**src/design/aaifm_pkg.sv**
```systemverilog
// What this block does
// - RARP target hardware address versus configured MAC.
// - Lengths 0x06/0x04 qualify; tri-state select.
// - Hardware space equals Ethernet 1; tri-state.
// - Protocol space equals IP 0x800; tri-state.
// - ICMP checks only for IPv4 with ICMP.
// - ICMP type any or exact compare.
// - ICMP type value is eight bits.
// - ICMP code any or exact compare.
// - ICMP code value is eight bits.
// - ARP sender address versus source MAC.
// - Opcode class and request/reply selections.
package aaifm_pkg;

	// Register byte offsets on the AHB-Lite bus.
	localparam logic [7:0] OFS_CTRL = 8'h00;
	localparam logic [7:0] OFS_ARP = 8'h04;
	localparam logic [7:0] OFS_TMAC_LO = 8'h08;
	localparam logic [7:0] OFS_TMAC_HI = 8'h0C;
	localparam logic [7:0] OFS_ICMP = 8'h10;
	localparam logic [7:0] OFS_STATUS = 8'h14;
	localparam logic [7:0] OFS_HITS = 8'h18;
	// Address bits that select a word inside the register map.
	localparam int MAP_BITS = 8;

	// Tri-state setting codes; both upper codes mean don't-care.
	localparam logic [1:0] TRI_ZERO = 2'h0;
	localparam logic [1:0] TRI_ONE = 2'h1;
	localparam logic [1:0] TRI_ANY = 2'h2;

	// Frame type selection codes.
	localparam logic [1:0] FT_ANY = 2'h0;
	localparam logic [1:0] FT_ARP = 2'h1;
	localparam logic [1:0] FT_IPV4 = 2'h2;

	// Opcode class selection codes.
	localparam logic [1:0] OPS_ANY = 2'h0;
	localparam logic [1:0] OPS_ARP = 2'h1;
	localparam logic [1:0] OPS_RARP = 2'h2;
	localparam logic [1:0] OPS_OTHER = 2'h3;

	// Request/reply selection codes.
	localparam logic [1:0] RR_ANY = 2'h0;
	localparam logic [1:0] RR_REQ = 2'h1;
	localparam logic [1:0] RR_REP = 2'h2;
	localparam logic [1:0] RR_ALL = 2'h3;

	// Header constants of the address resolution protocols.
	localparam logic [7:0] HLN_ETH = 8'h06;
	localparam logic [7:0] PLN_IPV4 = 8'h04;
	localparam logic [15:0] HRD_ETH = 16'h0001;
	localparam logic [15:0] PRO_IP = 16'h0800;
	localparam logic [15:0] OP_ARP_REQ = 16'h0001;
	localparam logic [15:0] OP_ARP_REP = 16'h0002;
	localparam logic [15:0] OP_RARP_REQ = 16'h0003;
	localparam logic [15:0] OP_RARP_REP = 16'h0004;
	localparam logic [7:0] IPPROTO_ICMP = 8'h01;

	// Field positions inside the ARP settings register.
	localparam int ARP_SMAC_LSB = 0;
	localparam int ARP_TMAC_LSB = 2;
	localparam int ARP_LEN_LSB = 4;
	localparam int ARP_HRD_LSB = 6;
	localparam int ARP_PRO_LSB = 8;
	localparam int ARP_OP_LSB = 10;
	localparam int ARP_RR_LSB = 12;
	localparam int ARP_BITS = 14;

	// Field positions inside the control and ICMP registers.
	localparam int CTRL_FT_LSB = 0;
	localparam int CTRL_PROTO_LSB = 8;
	localparam int CTRL_PROTO_SPEC = 16;
	localparam int CTRL_BITS = 17;
	localparam int ICMP_TYPE_LSB = 0;
	localparam int ICMP_TYPE_SPEC = 8;
	localparam int ICMP_CODE_LSB = 16;
	localparam int ICMP_CODE_SPEC = 24;
	localparam int ICMP_BITS = 25;

	// Reset values: the opcode class starts as RARP; every other criterion starts as don't-care.
	localparam logic [ARP_BITS-1:0] ARP_RST = 14'h0AAA;
	localparam logic [CTRL_BITS-1:0] CTRL_RST = 17'h00000;
	localparam logic [ICMP_BITS-1:0] ICMP_RST = 25'h0000000;

	// Passes when the setting is don't-care or equals the tested condition.
	function automatic logic tri_pass(input logic [1:0] sel, input logic cond);
		tri_pass = sel[1] | (sel[0] == cond);
	endfunction

endpackage : aaifm_pkg

```
**src/design/aaifm_entry_if.sv**
```systemverilog
`timescale 1ns/1ps
// Carries one entry's settings and one parsed frame to the evaluator.
interface aaifm_entry_if;
	// Entry settings.
	logic [1:0] frame_type;
	logic proto_spec;
	logic [7:0] proto_val;
	logic [aaifm_pkg::ARP_BITS-1:0] arp_cfg;
	logic [47:0] tmac;
	logic type_spec;
	logic [7:0] type_val;
	logic code_spec;
	logic [7:0] code_val;
	// Parsed frame fields.
	logic is_arp;
	logic is_rarp;
	logic is_ipv4;
	logic [15:0] op;
	logic [47:0] sha;
	logic [47:0] smac;
	logic [47:0] tha;
	logic [7:0] hln;
	logic [7:0] pln;
	logic [15:0] hrd;
	logic [15:0] pro;
	logic [7:0] ip_proto;
	logic [7:0] icmp_type;
	logic [7:0] icmp_code;
	// Verdict.
	logic hit;

	modport src (
		output frame_type, proto_spec, proto_val, arp_cfg, tmac,
		output type_spec, type_val, code_spec, code_val,
		output is_arp, is_rarp, is_ipv4, op, sha, smac, tha,
		output hln, pln, hrd, pro, ip_proto, icmp_type, icmp_code,
		input hit
	);
	modport eval (
		input frame_type, proto_spec, proto_val, arp_cfg, tmac,
		input type_spec, type_val, code_spec, code_val,
		input is_arp, is_rarp, is_ipv4, op, sha, smac, tha,
		input hln, pln, hrd, pro, ip_proto, icmp_type, icmp_code,
		output hit
	);
endinterface : aaifm_entry_if

```
**src/design/aaifm_eval.sv**
```systemverilog
`timescale 1ns/1ps
// Combinational verdict of one entry against one frame.
module aaifm_eval (
	// Settings and frame in, verdict out.
	aaifm_entry_if.eval e
);
	// Either resolution protocol counts as an ARP-family frame.
	wire arp_fam = e.is_arp | e.is_rarp;
	wire [1:0] s_smac = e.arp_cfg[aaifm_pkg::ARP_SMAC_LSB +: 2];
	wire [1:0] s_tmac = e.arp_cfg[aaifm_pkg::ARP_TMAC_LSB +: 2];
	wire [1:0] s_len = e.arp_cfg[aaifm_pkg::ARP_LEN_LSB +: 2];
	wire [1:0] s_hrd = e.arp_cfg[aaifm_pkg::ARP_HRD_LSB +: 2];
	wire [1:0] s_pro = e.arp_cfg[aaifm_pkg::ARP_PRO_LSB +: 2];
	wire [1:0] s_op = e.arp_cfg[aaifm_pkg::ARP_OP_LSB +: 2];
	wire [1:0] s_rr = e.arp_cfg[aaifm_pkg::ARP_RR_LSB +: 2];

	// Sender check applies to ARP frames only; others pass it.
	wire smac_ok = !e.is_arp ||
		aaifm_pkg::tri_pass(s_smac, e.sha == e.smac);
	// Target check applies to RARP frames only.
	wire tmac_ok = !e.is_rarp ||
		aaifm_pkg::tri_pass(s_tmac, e.tha == e.tmac);
	wire len_q = (e.hln == aaifm_pkg::HLN_ETH) &&
		(e.pln == aaifm_pkg::PLN_IPV4);
	wire len_ok = aaifm_pkg::tri_pass(s_len, len_q);
	wire hrd_ok = aaifm_pkg::tri_pass(s_hrd,
		e.hrd == aaifm_pkg::HRD_ETH);
	wire pro_ok = aaifm_pkg::tri_pass(s_pro,
		e.pro == aaifm_pkg::PRO_IP);

	// Opcode classes; anything outside the four known codes is other.
	wire op_arp = (e.op == aaifm_pkg::OP_ARP_REQ) ||
		(e.op == aaifm_pkg::OP_ARP_REP);
	wire op_rarp = (e.op == aaifm_pkg::OP_RARP_REQ) ||
		(e.op == aaifm_pkg::OP_RARP_REP);
	wire op_req = (e.op == aaifm_pkg::OP_ARP_REQ) ||
		(e.op == aaifm_pkg::OP_RARP_REQ);
	wire op_rep = (e.op == aaifm_pkg::OP_ARP_REP) ||
		(e.op == aaifm_pkg::OP_RARP_REP);
	wire op_ok = (s_op == aaifm_pkg::OPS_ANY) ||
		((s_op == aaifm_pkg::OPS_ARP) && op_arp) ||
		((s_op == aaifm_pkg::OPS_RARP) && op_rarp) ||
		((s_op == aaifm_pkg::OPS_OTHER) && !op_arp && !op_rarp);
	wire rr_ok = (s_rr == aaifm_pkg::RR_ANY) ||
		((s_rr == aaifm_pkg::RR_REQ) && op_req) ||
		((s_rr == aaifm_pkg::RR_REP) && op_rep) ||
		(s_rr == aaifm_pkg::RR_ALL);

	// All ARP criteria together, only when the entry selects ARP.
	wire arp_sel = (e.frame_type == aaifm_pkg::FT_ARP);
	wire arp_ok = !arp_sel || (arp_fam && smac_ok && tmac_ok &&
		len_ok && hrd_ok && pro_ok && op_ok && rr_ok);

	// IPv4 frames with an optional protocol compare.
	wire ip_sel = (e.frame_type == aaifm_pkg::FT_IPV4);
	wire proto_ok = !e.proto_spec || (e.ip_proto == e.proto_val);
	// ICMP fields only count for an IPv4 entry pinned to ICMP.
	wire icmp_sel = ip_sel && e.proto_spec &&
		(e.proto_val == aaifm_pkg::IPPROTO_ICMP);
	wire type_ok = !e.type_spec || (e.icmp_type == e.type_val);
	wire code_ok = !e.code_spec || (e.icmp_code == e.code_val);
	wire icmp_ok = !icmp_sel || (type_ok && code_ok);
	wire ip_ok = !ip_sel || (e.is_ipv4 && proto_ok && icmp_ok);

	// Any other frame type code is treated as any frame.
	assign e.hit = arp_ok && ip_ok;
endmodule // aaifm_eval

```
**src/design/aaifm_top.sv**
```systemverilog
`timescale 1ns/1ps
// One access-control entry for ARP/RARP and ICMP fields, with its
// settings held in AHB-Lite registers and a registered verdict.
module aaifm_top (
	// Clock and synchronous reset.
	input wire logic mclk,
	input wire logic rst,
	// AHB-Lite slave.
	input wire logic hsel,
	input wire logic [31:0] haddr,
	input wire logic [1:0] htrans,
	input wire logic hwrite,
	input wire logic [2:0] hsize,
	input wire logic [31:0] hwdata,
	input wire logic hready,
	output logic [31:0] hrdata,
	output logic hreadyout,
	output logic hresp,
	// Parsed frame from the ingress parser, same clock.
	input wire logic frm_valid,
	input wire logic frm_is_arp,
	input wire logic frm_is_rarp,
	input wire logic frm_is_ipv4,
	input wire logic [15:0] frm_op,
	input wire logic [47:0] frm_sha,
	input wire logic [47:0] frm_smac,
	input wire logic [47:0] frm_tha,
	input wire logic [7:0] frm_hln,
	input wire logic [7:0] frm_pln,
	input wire logic [15:0] frm_hrd,
	input wire logic [15:0] frm_pro,
	input wire logic [7:0] frm_ip_proto,
	input wire logic [7:0] frm_icmp_type,
	input wire logic [7:0] frm_icmp_code,
	// Verdict, one cycle after the frame strobe.
	output logic match_valid,
	output logic match_hit
);
	// Settings registers.
	logic [aaifm_pkg::CTRL_BITS-1:0] ctrl_q;
	logic [aaifm_pkg::ARP_BITS-1:0] arp_q;
	// The target MAC spans two words; the high word keeps 16 bits.
	logic [31:0] tmac_lo_q;
	logic [15:0] tmac_hi_q;
	logic [aaifm_pkg::ICMP_BITS-1:0] icmp_q;
	// Verdict and statistics.
	// Hits count from reset or from the last write to the hits word.
	logic mvalid_q;
	logic mhit_q;
	logic seen_q;
	logic [31:0] hits_q;
	// Bus data phase state.
	// A write lands one cycle after its address phase, in its data phase.
	logic wr_pend_q;
	logic [7:0] wr_addr_q;
	logic [31:0] rdata_q;

	// The entry evaluator sees settings and frame through one bundle.
	aaifm_entry_if ent ();

	// Settings side of the bundle, sliced out of the registers.
	assign ent.frame_type = ctrl_q[aaifm_pkg::CTRL_FT_LSB +: 2];
	assign ent.proto_spec = ctrl_q[aaifm_pkg::CTRL_PROTO_SPEC];
	assign ent.proto_val = ctrl_q[aaifm_pkg::CTRL_PROTO_LSB +: 8];
	assign ent.arp_cfg = arp_q;
	assign ent.tmac = {tmac_hi_q, tmac_lo_q};
	assign ent.type_spec = icmp_q[aaifm_pkg::ICMP_TYPE_SPEC];
	assign ent.type_val = icmp_q[aaifm_pkg::ICMP_TYPE_LSB +: 8];
	assign ent.code_spec = icmp_q[aaifm_pkg::ICMP_CODE_SPEC];
	assign ent.code_val = icmp_q[aaifm_pkg::ICMP_CODE_LSB +: 8];
	// Frame side of the bundle. The parser runs on this clock, so its
	// fields feed the evaluator with no synchroniser in between.
	assign ent.is_arp = frm_is_arp;
	assign ent.is_rarp = frm_is_rarp;
	assign ent.is_ipv4 = frm_is_ipv4;
	assign ent.op = frm_op;
	assign ent.sha = frm_sha;
	assign ent.smac = frm_smac;
	assign ent.tha = frm_tha;
	assign ent.hln = frm_hln;
	assign ent.pln = frm_pln;
	assign ent.hrd = frm_hrd;
	assign ent.pro = frm_pro;
	assign ent.ip_proto = frm_ip_proto;
	assign ent.icmp_type = frm_icmp_type;
	assign ent.icmp_code = frm_icmp_code;

	// The verdict logic lives in its own module.
	// It is purely combinational, so the verdict flop and the hit counter
	// below close the timing paths that start at the frame fields.
	aaifm_eval u_eval (
		.e(ent.eval)
	);

	// Address phase decode; only NONSEQ or SEQ with hready counts.
	// A BUSY or IDLE cycle has htrans[1] low and is ignored here.
	wire addr_ok = hsel && htrans[1] && hready;
	// Word offset inside the map; the two byte bits are ignored because
	// only whole aligned words are supported.
	wire [7:0] aofs = {haddr[aaifm_pkg::MAP_BITS-1:2], 2'h0};
	// Any address bit above the map makes the access unmapped.
	wire above = |haddr[31:aaifm_pkg::MAP_BITS];
	// Writes and reads split here so each path has its own strobe.
	wire wr_take = addr_ok && hwrite;
	wire rd_take = addr_ok && !hwrite;
	// Read mux; unmapped offsets read as zero.
	// Holes read as zero rather than as an alias, so software probing
	// the map never mistakes a hole for a live register.
	logic [31:0] rd_mux;
	always_comb begin
		rd_mux = 32'h00000000;
		if (!above) begin
			case (aofs)
				aaifm_pkg::OFS_CTRL: rd_mux = 32'(ctrl_q);
				aaifm_pkg::OFS_ARP: rd_mux = 32'(arp_q);
				aaifm_pkg::OFS_TMAC_LO: rd_mux = tmac_lo_q;
				aaifm_pkg::OFS_TMAC_HI: rd_mux = 32'(tmac_hi_q);
				aaifm_pkg::OFS_ICMP: rd_mux = 32'(icmp_q);
				// Status packs the seen flag above the last verdict.
				aaifm_pkg::OFS_STATUS: rd_mux = {30'h0, seen_q, mhit_q};
				aaifm_pkg::OFS_HITS: rd_mux = hits_q;
				default: rd_mux = 32'h00000000;
			endcase
		end
	end

	// The slave never stretches a transfer and never errors.
	// Every register answers in one cycle, so a wait state would only
	// cost bus bandwidth and buy nothing.
	assign hreadyout = 1'b1;
	assign hresp = 1'b0;
	assign hrdata = rdata_q;

	// Read data is captured at the address phase for the data phase.
	// The trade-off: hrdata is a flop, but a read in the data phase of
	// a write to the same register returns the old value.
	always_ff @(posedge mclk) begin
		if (rst) begin
			rdata_q <= 32'h00000000;
		end else if (rd_take) begin
			rdata_q <= rd_mux;
		end
	end

	// Remember a write's address until its data phase.
	// The address is copied every cycle; only wr_pend_q says whether
	// the copy belongs to a write that was really taken.
	always_ff @(posedge mclk) begin
		if (rst) begin
			wr_pend_q <= 1'b0;
			wr_addr_q <= 8'h00;
		end else begin
			wr_pend_q <= wr_take && !above;
			wr_addr_q <= aofs;
		end
	end

	// Write strobes per register; writes elsewhere are dropped.
	// Status is read-only, so a write there decodes to no strobe.
	wire we_ctrl = wr_pend_q && (wr_addr_q == aaifm_pkg::OFS_CTRL);
	wire we_arp = wr_pend_q && (wr_addr_q == aaifm_pkg::OFS_ARP);
	wire we_tlo = wr_pend_q && (wr_addr_q == aaifm_pkg::OFS_TMAC_LO);
	wire we_thi = wr_pend_q && (wr_addr_q == aaifm_pkg::OFS_TMAC_HI);
	wire we_icmp = wr_pend_q && (wr_addr_q == aaifm_pkg::OFS_ICMP);
	wire we_hits = wr_pend_q && (wr_addr_q == aaifm_pkg::OFS_HITS);

	// Settings take hwdata in the write's data phase.
	// Bits of hwdata beyond each register's width are dropped, so bits
	// above that width always read back as zero.
	always_ff @(posedge mclk) begin
		if (rst) begin
			ctrl_q <= aaifm_pkg::CTRL_RST;
			arp_q <= aaifm_pkg::ARP_RST;
			tmac_lo_q <= 32'h00000000;
			tmac_hi_q <= 16'h0000;
			icmp_q <= aaifm_pkg::ICMP_RST;
		end else begin
			if (we_ctrl) ctrl_q <= hwdata[aaifm_pkg::CTRL_BITS-1:0];
			if (we_arp) arp_q <= hwdata[aaifm_pkg::ARP_BITS-1:0];
			if (we_tlo) tmac_lo_q <= hwdata;
			if (we_thi) tmac_hi_q <= hwdata[15:0];
			if (we_icmp) icmp_q <= hwdata[aaifm_pkg::ICMP_BITS-1:0];
		end
	end

	// Verdict register; a frame strobe always yields one verdict.
	// match_valid follows frm_valid exactly one cycle later, and
	// match_hit holds between frames so status shows the last verdict.
	always_ff @(posedge mclk) begin
		if (rst) begin
			mvalid_q <= 1'b0;
			mhit_q <= 1'b0;
			seen_q <= 1'b0;
		end else begin
			mvalid_q <= frm_valid;
			if (frm_valid) begin
				mhit_q <= ent.hit;
				seen_q <= 1'b1;
			end
		end
	end

	// Hit counter; a new hit in the clearing cycle is still counted,
	// because losing a hit would skew statistics more than a late one.
	// Any write to the hits word clears it; the written data is ignored.
	always_ff @(posedge mclk) begin
		if (rst) begin
			hits_q <= 32'h00000000;
		end else if (we_hits) begin
			hits_q <= {31'h0, frm_valid && ent.hit};
		end else if (frm_valid && ent.hit) begin
			hits_q <= hits_q + 32'h00000001;
		end
	end

	// Both verdict outputs are plain flop copies, free of glitches.
	assign match_valid = mvalid_q;
	assign match_hit = mhit_q;

	// Unused in a word-only slave; kept on the port for bus fidelity.
	// Narrow accesses are not supported; software must use words.
	wire unused_size = ^hsize;
endmodule // aaifm_top

```
**config.mk**
```make
export PLATFORM = sky130hd
export DESIGN_NAME = aaifm_top
export DESIGN_NICKNAME = d
export VERILOG_FILES = /design/src/design/aaifm_pkg.sv /design/src/design/aaifm_entry_if.sv /design/src/design/aaifm_eval.sv /design/src/design/aaifm_top.sv
export SDC_FILE = /design/constraint.sdc
export NUM_CORES = 1
export LEC_CHECK = 0
export ABC_CLOCK_PERIOD_IN_PS = 3360
export BUFFER_PORTS_ARGS = -buffer_cell sky130_fd_sc_hd__buf_2
export CAP_MARGIN = 20
export CORE_ASPECT_RATIO = 0.9
export CORE_UTILIZATION = 52
export CTS_BUF_LIST = sky130_fd_sc_hd__clkbuf_4
export DETAILED_ROUTE_END_ITERATION = 10
export GPL_TIMING_DRIVEN = 0
export PLACE_DENSITY = 0.93
export REMOVE_ABC_BUFFERS = 1
export SKIP_LAST_GASP = 1
export SYNTH_ARGS = -nofsm -noshare
export SYNTH_HDL_FRONTEND = slang
export SYNTH_SLANG_ARGS = --single-unit
```
**constraint.sdc**
```tcl
create_clock -name mclk -period 3.36 [get_ports mclk]
set_clock_uncertainty 0.15 [all_clocks]
set_input_delay 0.672 -clock mclk [delete_from_list [all_inputs] [get_ports mclk]]
set_output_delay 0.672 -clock mclk [all_outputs]
set_load 0.02 [all_outputs]
```
After elaboration in Yosys (flattened, before gate mapping)
Cells that the tools add are included.
{"block": "op_classes", "addsub": 1, "eq_ne": 38, "muxes": 4, "bitwise": 6, "reduce_logical": 69}
{"operator": "32-bit case mux with 7 select lines", "count": 1}
{"operator": "48-bit == test", "count": 2}
{"operator": "32-bit by 1-bit adder with 32-bit output (second input constant)", "count": 1}
{"operator": "16-bit by 1-bit == test with 1-bit output (second input constant)", "count": 2}
{"operator": "16-bit by 2-bit == test with 1-bit output (second input constant)", "count": 2}
{"operator": "1-bit logical AND", "count": 32}
{"operator": "32-bit 2-to-1 mux", "count": 1}
{"operator": "8-bit by 3-bit == test with 1-bit output (second input constant)", "count": 3}
{"operator": "8-bit == test", "count": 3}
{"operator": "24-bit OR reduction", "count": 1}
{"operator": "6-bit by 3-bit == test with 1-bit output (second input constant)", "count": 3}
{"operator": "1-bit logical OR", "count": 18}
{"operator": "16-bit by 12-bit == test with 1-bit output (second input constant)", "count": 1}
{"operator": "16-bit by 3-bit == test with 1-bit output (second input constant)", "count": 1}
{"operator": "8-bit by 4-bit == test with 1-bit output (second input constant)", "count": 2}
{"operator": "8-bit by 5-bit == test with 1-bit output (second input constant)", "count": 2}
{"operator": "8-bit logical NOT", "count": 2}
{"operator": "6-bit by 2-bit == test with 1-bit output (second input constant)", "count": 2}
{"operator": "1-bit logical NOT", "count": 12}
{"operator": "2-bit == test (second input constant)", "count": 5}
{"operator": "8-bit by 1-bit == test with 1-bit output (second input constant)", "count": 1}
{"operator": "2-bit by 1-bit == test with 1-bit output (second input constant)", "count": 3}
{"operator": "6-bit by 1-bit == test with 1-bit output (second input constant)", "count": 1}
{"operator": "1-bit bitwise OR", "count": 6}
{"operator": "5 further kinds", "count": 11}
{"block": "totals", "register_bits": 180, "output_inout_bits": 36}

Longest topological paths before layout
Gate-level depths: netlist of run 1.
{"block": "logic_depth", "word_depth": 16, "depth_mapped": 10, "mapped_depth_nobuf": 8}

Cells and area by module
From an unflattened synthesis of run 1, not the netlist that was laid out.
{"block": "unflattened", "hier_cells": 1070, "area_unflattened_um2": 9098.7}
{"module": "aaifm_top", "n_inst": 1, "cells_each": 855, "area_per_inst_um2": 7409.6, "seq_area_each_um2": 3563.4}
{"module": "aaifm_eval", "n_inst": 1, "cells_each": 215, "area_per_inst_um2": 1689.1, "seq_area_each_um2": 0.0}

Least setup slack after synthesis of run 1
OpenSTA, ideal clock, no wires.
{"block": "synth_path", "path_kind": "input -> register", "start": "in frm_ip_proto[7]", "end": "reg hits_q[9]", "setup_time_ns": 0.070, "t_arrival_ns": 2.899, "required_time_ns": 3.140, "path_slack_ns": 0.240, "path_stages": 8, "n_path_buf": 0, "path_cell_list": "xor2_1 > nor4_1 > a21boi_0 > o41ai_2 > or4b_1 > o21ai_4 > or4b_1 > a21oi_1"}
{"block": "synth_between", "elab_chain_cells": 7}
{"element": "start, declared", "line_no": "aaifm_top.sv:32", "source": "input wire logic [7:0] frm_ip_proto,"}
{"element": "8-bit == test", "line_no": "aaifm_eval.sv:56", "source": "wire proto_ok = !e.proto_spec || (e.ip_proto == e.proto_val);"}
{"element": "1-bit logical OR", "line_no": "aaifm_eval.sv:56"}
{"element": "1-bit logical AND (2 in series)", "line_no": "aaifm_eval.sv:63", "source": "wire ip_ok = !ip_sel || (e.is_ipv4 && proto_ok && icmp_ok);"}
{"element": "1-bit logical OR", "line_no": "aaifm_eval.sv:63"}
{"element": "1-bit logical AND", "line_no": "aaifm_eval.sv:66", "source": "assign e.hit = arp_ok && ip_ok;"}
{"element": "1-bit logical AND", "line_no": "aaifm_top.sv:211", "source": "end else if (frm_valid && ent.hit) begin"}
{"element": "end signal, assigned", "line_no": "aaifm_top.sv:210", "source": "hits_q <= {31'h0, frm_valid && ent.hit};"}
{"element": "end signal, assigned", "line_no": "aaifm_top.sv:212", "source": "hits_q <= hits_q + 32'h00000001;"}
{"element": "end, declared", "line_no": "aaifm_top.sv:51", "source": "logic [31:0] hits_q;"}
No other way between the ends.
A chain may end at the register's enable or synchronous reset.

Worst setup path in the final report of run 1
{"block": "layout_path", "start": "reg tmac_lo_q[12]", "end": "reg hits_q[14]"}
{"block": "layout_between", "elab_chain_cells": 13}
{"element": "start, declared", "line_no": "aaifm_top.sv:43", "source": "logic [31:0] tmac_lo_q;"}
{"element": "start signal, assigned", "line_no": "aaifm_top.sv:180", "source": "if (we_tlo) tmac_lo_q <= hwdata;"}
{"element": "48-bit == test", "line_no": "aaifm_eval.sv:22", "source": "aaifm_pkg::tri_pass(s_tmac, e.tha == e.tmac);"}
{"element": "1-bit == test", "line_no": "aaifm_pkg.sv:87", "source": "tri_pass = sel[1] | (sel[0] == cond);"}
{"element": "1-bit bitwise OR", "line_no": "aaifm_pkg.sv:87"}
{"element": "1-bit logical OR", "line_no": "aaifm_eval.sv:21", "source": "wire tmac_ok = !e.is_rarp ||"}
{"element": "1-bit logical AND (2 in series)", "line_no": "aaifm_eval.sv:51", "source": "wire arp_ok = !arp_sel || (arp_fam && smac_ok && tmac_ok &&"}
{"element": "1-bit logical AND (4 in series)", "line_no": "aaifm_eval.sv:52", "source": "len_ok && hrd_ok && pro_ok && op_ok && rr_ok);"}
{"element": "1-bit logical OR", "line_no": "aaifm_eval.sv:51"}
{"element": "1-bit logical AND", "line_no": "aaifm_eval.sv:66"}
{"element": "1-bit logical AND", "line_no": "aaifm_top.sv:211"}
No other way between the ends.

==> results of run 1 <==
[timing repair]
| item | 4_1_cts | 5_1_grt |
|---|---|---|
| endpoints found under the setup margin | 26 | 22 |
| pin swaps | 5 | 6 |
| gates resized for setup | 5 | 7 |
| buffers inserted | 1 | 1 |
| cloned | 0 | 0 |
| hold endpoints to repair | 0 | 0 |
[final cells by class]
class,count,area (um^2),area share
Clock buffer,19,142.6,0.01221
Clock inverter,13,95.09,0.008139
Inverter,6,22.52,0.001928
Multi-Input combinational cell,883,5673,0.4855
Sequential cell,178,3563,0.3050
Tap cell,240,300.3,0.02570
Timing Repair Buffer,351,1887,0.1615
[cell usage in the layout (no fill, tap or decap), types with 19 or more instances in the layout]
cell type and instances:
nor2b_1 20, a21oi_1 118, nor4_1 31, clkbuf_4 19, nor2_1 82, dfxtp_1 178
xnor2_1 52, nand2_1 181, nand4_1 27, mux2i_1 66, a22oi_1 25, buf_2 336
xor2_1 73
[critical path, stage by stage (launching register included)]
cell,delay (ns)
dfxtp_1,0.38
xor2_1,0.21
nor4_2,0.40
nand4_1,0.26
o311a_1,0.47
a2111oi_4,0.33
a31oi_4,0.18
buf_16,0.21
or4_1,0.51
a21oi_1,0.20
[registers in the layout, indices dropped and copies added (netlist names)]
register     count
tmac_hi_q       16
hrdata          32
match_hit        1
icmp_q          25
wr_addr_q        6
arp_q           14
wr_pend_q        1
match_valid      1
seen_q           1
tmac_lo_q       32
hits_q          32
ctrl_q          17
[report_power, final]
part | leakage (nW) | total, mW | switching (mW) | internal, mW
clock | 0.134 | 1.11 | 0.744 | 0.368
combinational | 3.24 | 0.493 | 0.258 | 0.235
sequential | 1.44 | 2.13 | 0.0122 | 2.12
total | 4.81 | 3.74 | 1.01 | 2.72
[worst max path at each step]
stage	endpoint	slack [ns]
6_report	hits_q[14]	-0.03
5_1_grt	hits_q[14]	-0.01
4_1_cts	hits_q[9]	0.01
3_5_place_dp	hits_q[16]	-0.80
3_3_place_gp	hrdata[30]	-3.56
2_1_floorplan	hrdata[25]	-0.77
[cell families after synthesis]
| kind of cell | Yosys count | share of synthesized area |
|---|---|---|
| AO/OA/AOI/OAI | 245 | 0.1693 |
| XOR/XNOR | 125 | 0.1164 |
| adder cells (fa/ha/maj) | 1 | 0.001331 |
| buffers and inverters | 78 | 0.03207 |
| flip-flops | 178 | 0.3790 |
| multiplexers | 66 | 0.07027 |
| other | 2 | 0.0007988 |
| AND/OR/NAND/NOR | 444 | 0.2308 |
[metal layers]
| metal | global-route usage | routed length, um |
|---|---|---|
| met4 | 0.1840 | 1601 |
| met5 | 0 | 0 |
| met1 | 0.3841 | 11780 |
| met3 | 0.07317 | 3246 |
| met2 | 0.5999 | 15800 |
==> reports/results.ini, run 1 <==
[die]
row_count = 46
start_util = 0.5321
ios = 346
die_h_um = 129.6
dieArea_mm2 = 0.01862
die_w_um = 143.7
core-area_mm2 = 0.01767

[synthesis]
ys_top_cells_by_area = dfxtp_1 38%, nand2_1 7.2%, mux2i_1 7.0%
synth.most_common_cell = nand2_1
synth_warnings = 0
netlist.area_leader.share = 0.3790
syn_area_mm2 = 0.009402
synth-seq-cells = 178
synthDistinctLibCells = 62
synth_edf_count = 0
synthTopCellsByCount = 181 x nand2_1, 178 x dfxtp_1, 118 x a21oi_1
ys_seq_area_frac = 0.3790
synth_top_cell_by_area = dfxtp_1
async_flop_share = 0
syn_area_per_cell_um2 = 8.254
ys.flop_type = dfxtp_1
syn-instance-count = 1139

[setup_path]
reg2reg_to = hits_q[14]
r2r_slack_ns = -0.03
path_class = reg2reg
worstPathMaxFanout = 39
r2r-start = tmac_lo_q[12]
arrival_ns = 3.76
endpoint_kind = flip-flop
crit_start = tmac_lo_q[12]
cp.required_ns = 3.73
critPathLaunchType = flip-flop
reg2regPathDepth = 9

[outcome]
violations = negative setup slack
status = finished with violations

[sta]
finalSetupViolCount = 2
hold_viol_final = 0
relSlewSlack = 0.3339
layout_setup_ws_ns = -0.03288
rsz0062_at_grt = true
period_needed_ns = 3.393
worstMarginPinSlew_ns = 0.9909
fmax_mhz = 294.7
holdWs_ns = 0.1482
finalMaxSlewViolations = 0
tns_ns = -0.05787
fin_crit_sh = 1.010

[cts]
max-clock-path-buffers = 2
htreeDepth = 4
clock_sinks = 178
clk_pin_slew_ns = 0.14
cts_tree = built
post_cts_hold_buffer_count = 0
numCtsBuffers = 17
clk_latency_ns = 0.60
ctsRootBufferMaster = clkbuf_4

[routing]
vias_per_cell = 6.038
postRouteAntennaNets = 0
drc = 0
routed_wl_um = 32440
wire_per_inst_um = 19.19
drtIter0Drc = 1228
vias = 10210
drt_pre_antenna_iters = 8

[finish]
syn2layout_area_growth_pct = 24.27
fillerInstances = 1402
antenna_cells = 0
utilization = 0.6612
fin_cells = 1690
layout-drive-gt1-share = 0.2793
fin_nets = 1748
finalInstanceArea_mm2 = 0.01168

[hold_path]
hp-class = in2reg
hp-start = haddr[7]
holdPathEnd = wr_addr_q[7]
hold_depth = 2

[place]
dpl-instance-area_mm2 = 0.01131
placedCellCount = 1653
port_buffers = 337
gp_congestion = 0.9310
dpl.hpwl_um = 24080
dp_slack_ns = -0.7987

[global_routing]
grt_pass1_vias = 9522
grt_max_degree = 97
grt_pass1_wl_um = 48110
antenna_found_initial = 1
overflow = 0
grtUsageTotal = 0.3401

[power]
power-per-cell-area_mw_per_mm2 = 319.9
ir_drop_uv = 142.9
finalPower_mw = 3.738
p_leak_nw = 4.811

[run]
maxCapViolCount = 0

No activity file was read; power rests on OpenSTA's default activity.
==> inputs of run 2 (changes only) <==
--- a/config.mk
+++ b/config.mk
@@ -9,11 +9,10 @@
 export BUFFER_PORTS_ARGS = -buffer_cell sky130_fd_sc_hd__buf_2
 export CAP_MARGIN = 20
 export CORE_ASPECT_RATIO = 0.9
-export CORE_UTILIZATION = 52
-export CTS_BUF_LIST = sky130_fd_sc_hd__clkbuf_4
+export CORE_UTILIZATION = 50
 export DETAILED_ROUTE_END_ITERATION = 10
 export GPL_TIMING_DRIVEN = 0
-export PLACE_DENSITY = 0.93
+export PLACE_DENSITY = 0.9
 export REMOVE_ABC_BUFFERS = 1
 export SKIP_LAST_GASP = 1
 export SYNTH_ARGS = -nofsm -noshare
==> run 2 against run 1 <==
The run now ends clean. Critical path depth fell by 1. Count of clock-buffer cells in the layout is 4 higher. Register-to-register slack improved by 0.06 ns. Clock power is 80% higher. Power is 24% higher. Hold slack better by 0.16 ns. Combinational power increased by 1%. Global-route usage decreased by 0.29 points. Die area rose by 3.9%. Cell count up 0.59%. Sequential cell count unchanged. Core utilization fell by 0.40 points.
==> reports/results.ini, run 2 (synthesized netlist as in run 1, its figures left out) <==
[power]
ir_drop_uv = 252.7  ; +77%
p_leak_nw = 4.994  ; +3.8%
finalPower_mw = 4.636  ; +24%
power-per-cell-area_mw_per_mm2 = 383.2  ; +20%

[setup_path]
crit_family = compound AO/OA/AOI/OAI gates
reg2reg_to = hits_q[9]
crit_path_cell_trace = xor2_1 -> nor4_2 -> nand4_1 -> o311a_1 -> a2111o_1 -> o21ai_4 -> or4b_1 -> a21oi_1
arrival_ns = 3.55  ; -0.21 ns
cp_num_buf_inv = 0  ; -1
cp.required_ns = 3.57  ; -0.16 ns
cpMaxStageDelayCell = a2111o_1
r2r-start = tmac_lo_q[1]
endpoint_kind = flip-flop
r2r_slack_ns = 0.03  ; +0.06 ns
path_class = reg2reg
worstPathMaxFanout = 10  ; -74%
critPathLaunchType = flip-flop
cp_slowest_stage_delay_ns = 0.47  ; -0.04 ns
reg2regPathDepth = 8  ; -1

[place]
gp_congestion = 0.9293  ; -0.18%
port_buffers = 337  ; unchanged
placedCellCount = 1658  ; +0.30%
dpl.hpwl_um = 24060  ; about the same
dp_slack_ns = -0.6634  ; +0.1352 ns
dpl-instance-area_mm2 = 0.01131  ; about the same

[sta]
tns_ns = 0  ; +0.05787 ns
finalMaxSlewViolations = 0  ; unchanged
period_needed_ns = 3.334  ; -0.05869 ns
rsz0062_at_grt = true
worstMarginPinSlew_ns = 1.026  ; +0.03540 ns
finalSetupViolCount = 0  ; -2
relSlewSlack = 0.3101  ; -0.02380
holdWs_ns = 0.3089  ; +0.1607 ns
hold_viol_final = 0  ; unchanged
fin_crit_sh = 0.9923  ; -0.01747
fmax_mhz = 299.9  ; +1.8%
layout_setup_ws_ns = 0.02581  ; +0.05869 ns

[hold_path]
holdPathEnd = wr_addr_q[5]
hp-start = haddr[5]
hp-class = in2reg
hold_depth = 2  ; unchanged

[finish]
layout-drive-gt1-share = 0.2829  ; +0.003553
utilization = 0.6573  ; -0.003975
finalInstanceArea_mm2 = 0.01210  ; +3.5%
final_common_cell = buf_2
final_cell_mix = 336 x buf_2, 181 x nand2_1, 177 x dfxtp_1
fin_cells = 1700  ; +0.59%
seqCellArea_mm2 = 0.003565  ; about the same
syn2layout_area_growth_pct = 28.68
fillerInstances = 1353  ; -3.5%
multi_input_area_mm2 = 0.005669  ; about the same
fin_nets = 1752  ; +0.23%

[die]
ios = 346  ; unchanged
die_h_um = 132.1  ; +1.9%
row_count = 47  ; +2.2%
die_w_um = 146.5  ; +2.0%
start_util = 0.5108  ; -0.02130
core-area_mm2 = 0.01841  ; +4.2%
dieArea_mm2 = 0.01936  ; +3.9%

[global_routing]
grt_pass1_wl_um = 51180  ; +6.4%
grt_max_degree = 91  ; -6.2%
overflow = 0  ; unchanged
grt_pass1_vias = 10090  ; +6.0%
grtUsageTotal = 0.3372  ; -0.002879
antenna_found_initial = 1  ; unchanged

[cts]
clock_sinks = 178  ; unchanged
cts_tree = built
ctsRootBufferMaster = clkbuf_16
max-clock-path-buffers = 2  ; unchanged
numCtsBuffers = 17  ; unchanged
clk_pin_slew_ns = 0.07  ; -0.07 ns
htreeDepth = 4  ; unchanged
clk_latency_ns = 0.44  ; -0.16 ns

[routing]
drt_pre_antenna_iters = 8  ; unchanged
postRouteAntennaNets = 0  ; unchanged
drtIter0Drc = 1157  ; -5.8%
wire_per_inst_um = 19.51  ; +1.7%
vias = 10340  ; +1.3%
vias_per_cell = 6.081  ; +0.71%
routed_wl_um = 33170  ; +2.3%
drc = 0  ; unchanged

[outcome]
status = complete, no violations

[run]
maxCapViolCount = 0  ; unchanged

[run 2: cell count changes in the layout (fill, tap and decap cells not counted), moves of 2 or more]
cell,before,now
buf_4,5,10
buf_6,2,0
clkbuf_1,0,2
clkbuf_16,0,17
clkbuf_4,19,0
clkbuf_8,0,4
clkinv_1,3,0
clkinv_2,6,2
diode_2,0,2
[run 2: metal layers]
metal,global-route usage,vias up,wire [um]
met4,0.1840,0,1814
met3,0.07785,169,3118
met2,0.5905,718,16200
met5,0,-,0
met1,0.3789,4780,12030
li1,-,4671,-
[run 2: area by class of cell]
class                      instances  area share
multi-input combinational        883      0.4686
inverter                           6    0.001862
clock buffer                      23     0.04033
antenna                            2   0.0004137
timing repair buffer             355      0.1603
tap                              245     0.02534
sequential                       178      0.2947
clock inverter                     8    0.008481
[run 2: repair_timing]
| action | 4_1_cts | 5_1_grt |
|---|---|---|
| cloned | 1 | 0 |
| resized for setup | 4 | 9 |
| hold buffers | 0 | 0 |
| pin swaps | 5 | 7 |
| endpoints found under the setup margin | 24 | 17 |
| setup buffers | 0 | 5 |
[run 2: worst max-delay path by stage]
stage,slack [ns],start,endpoint,cells after the start
2_1_floorplan,-0.77,hready,hrdata[25],7
3_3_place_gp,-3.54,hready,hrdata[25],8
3_5_place_dp,-0.66,frm_tha[44],hits_q[19],10
4_1_cts,-0.006,tmac_lo_q[4],hits_q[19],9
5_1_grt,-0.03,ctrl_q[14],hits_q[9],8
6_report,0.03,tmac_lo_q[1],hits_q[9],8
[run 2: report_power, final]
| part | total (mW) | switching, mW | internal (mW) |
|---|---|---|---|
| Sequential | 2.13 | 0.0135 | 2.12 |
| Combinational | 0.499 | 0.258 | 0.240 |
| Clock | 2.00 | 0.835 | 1.17 |
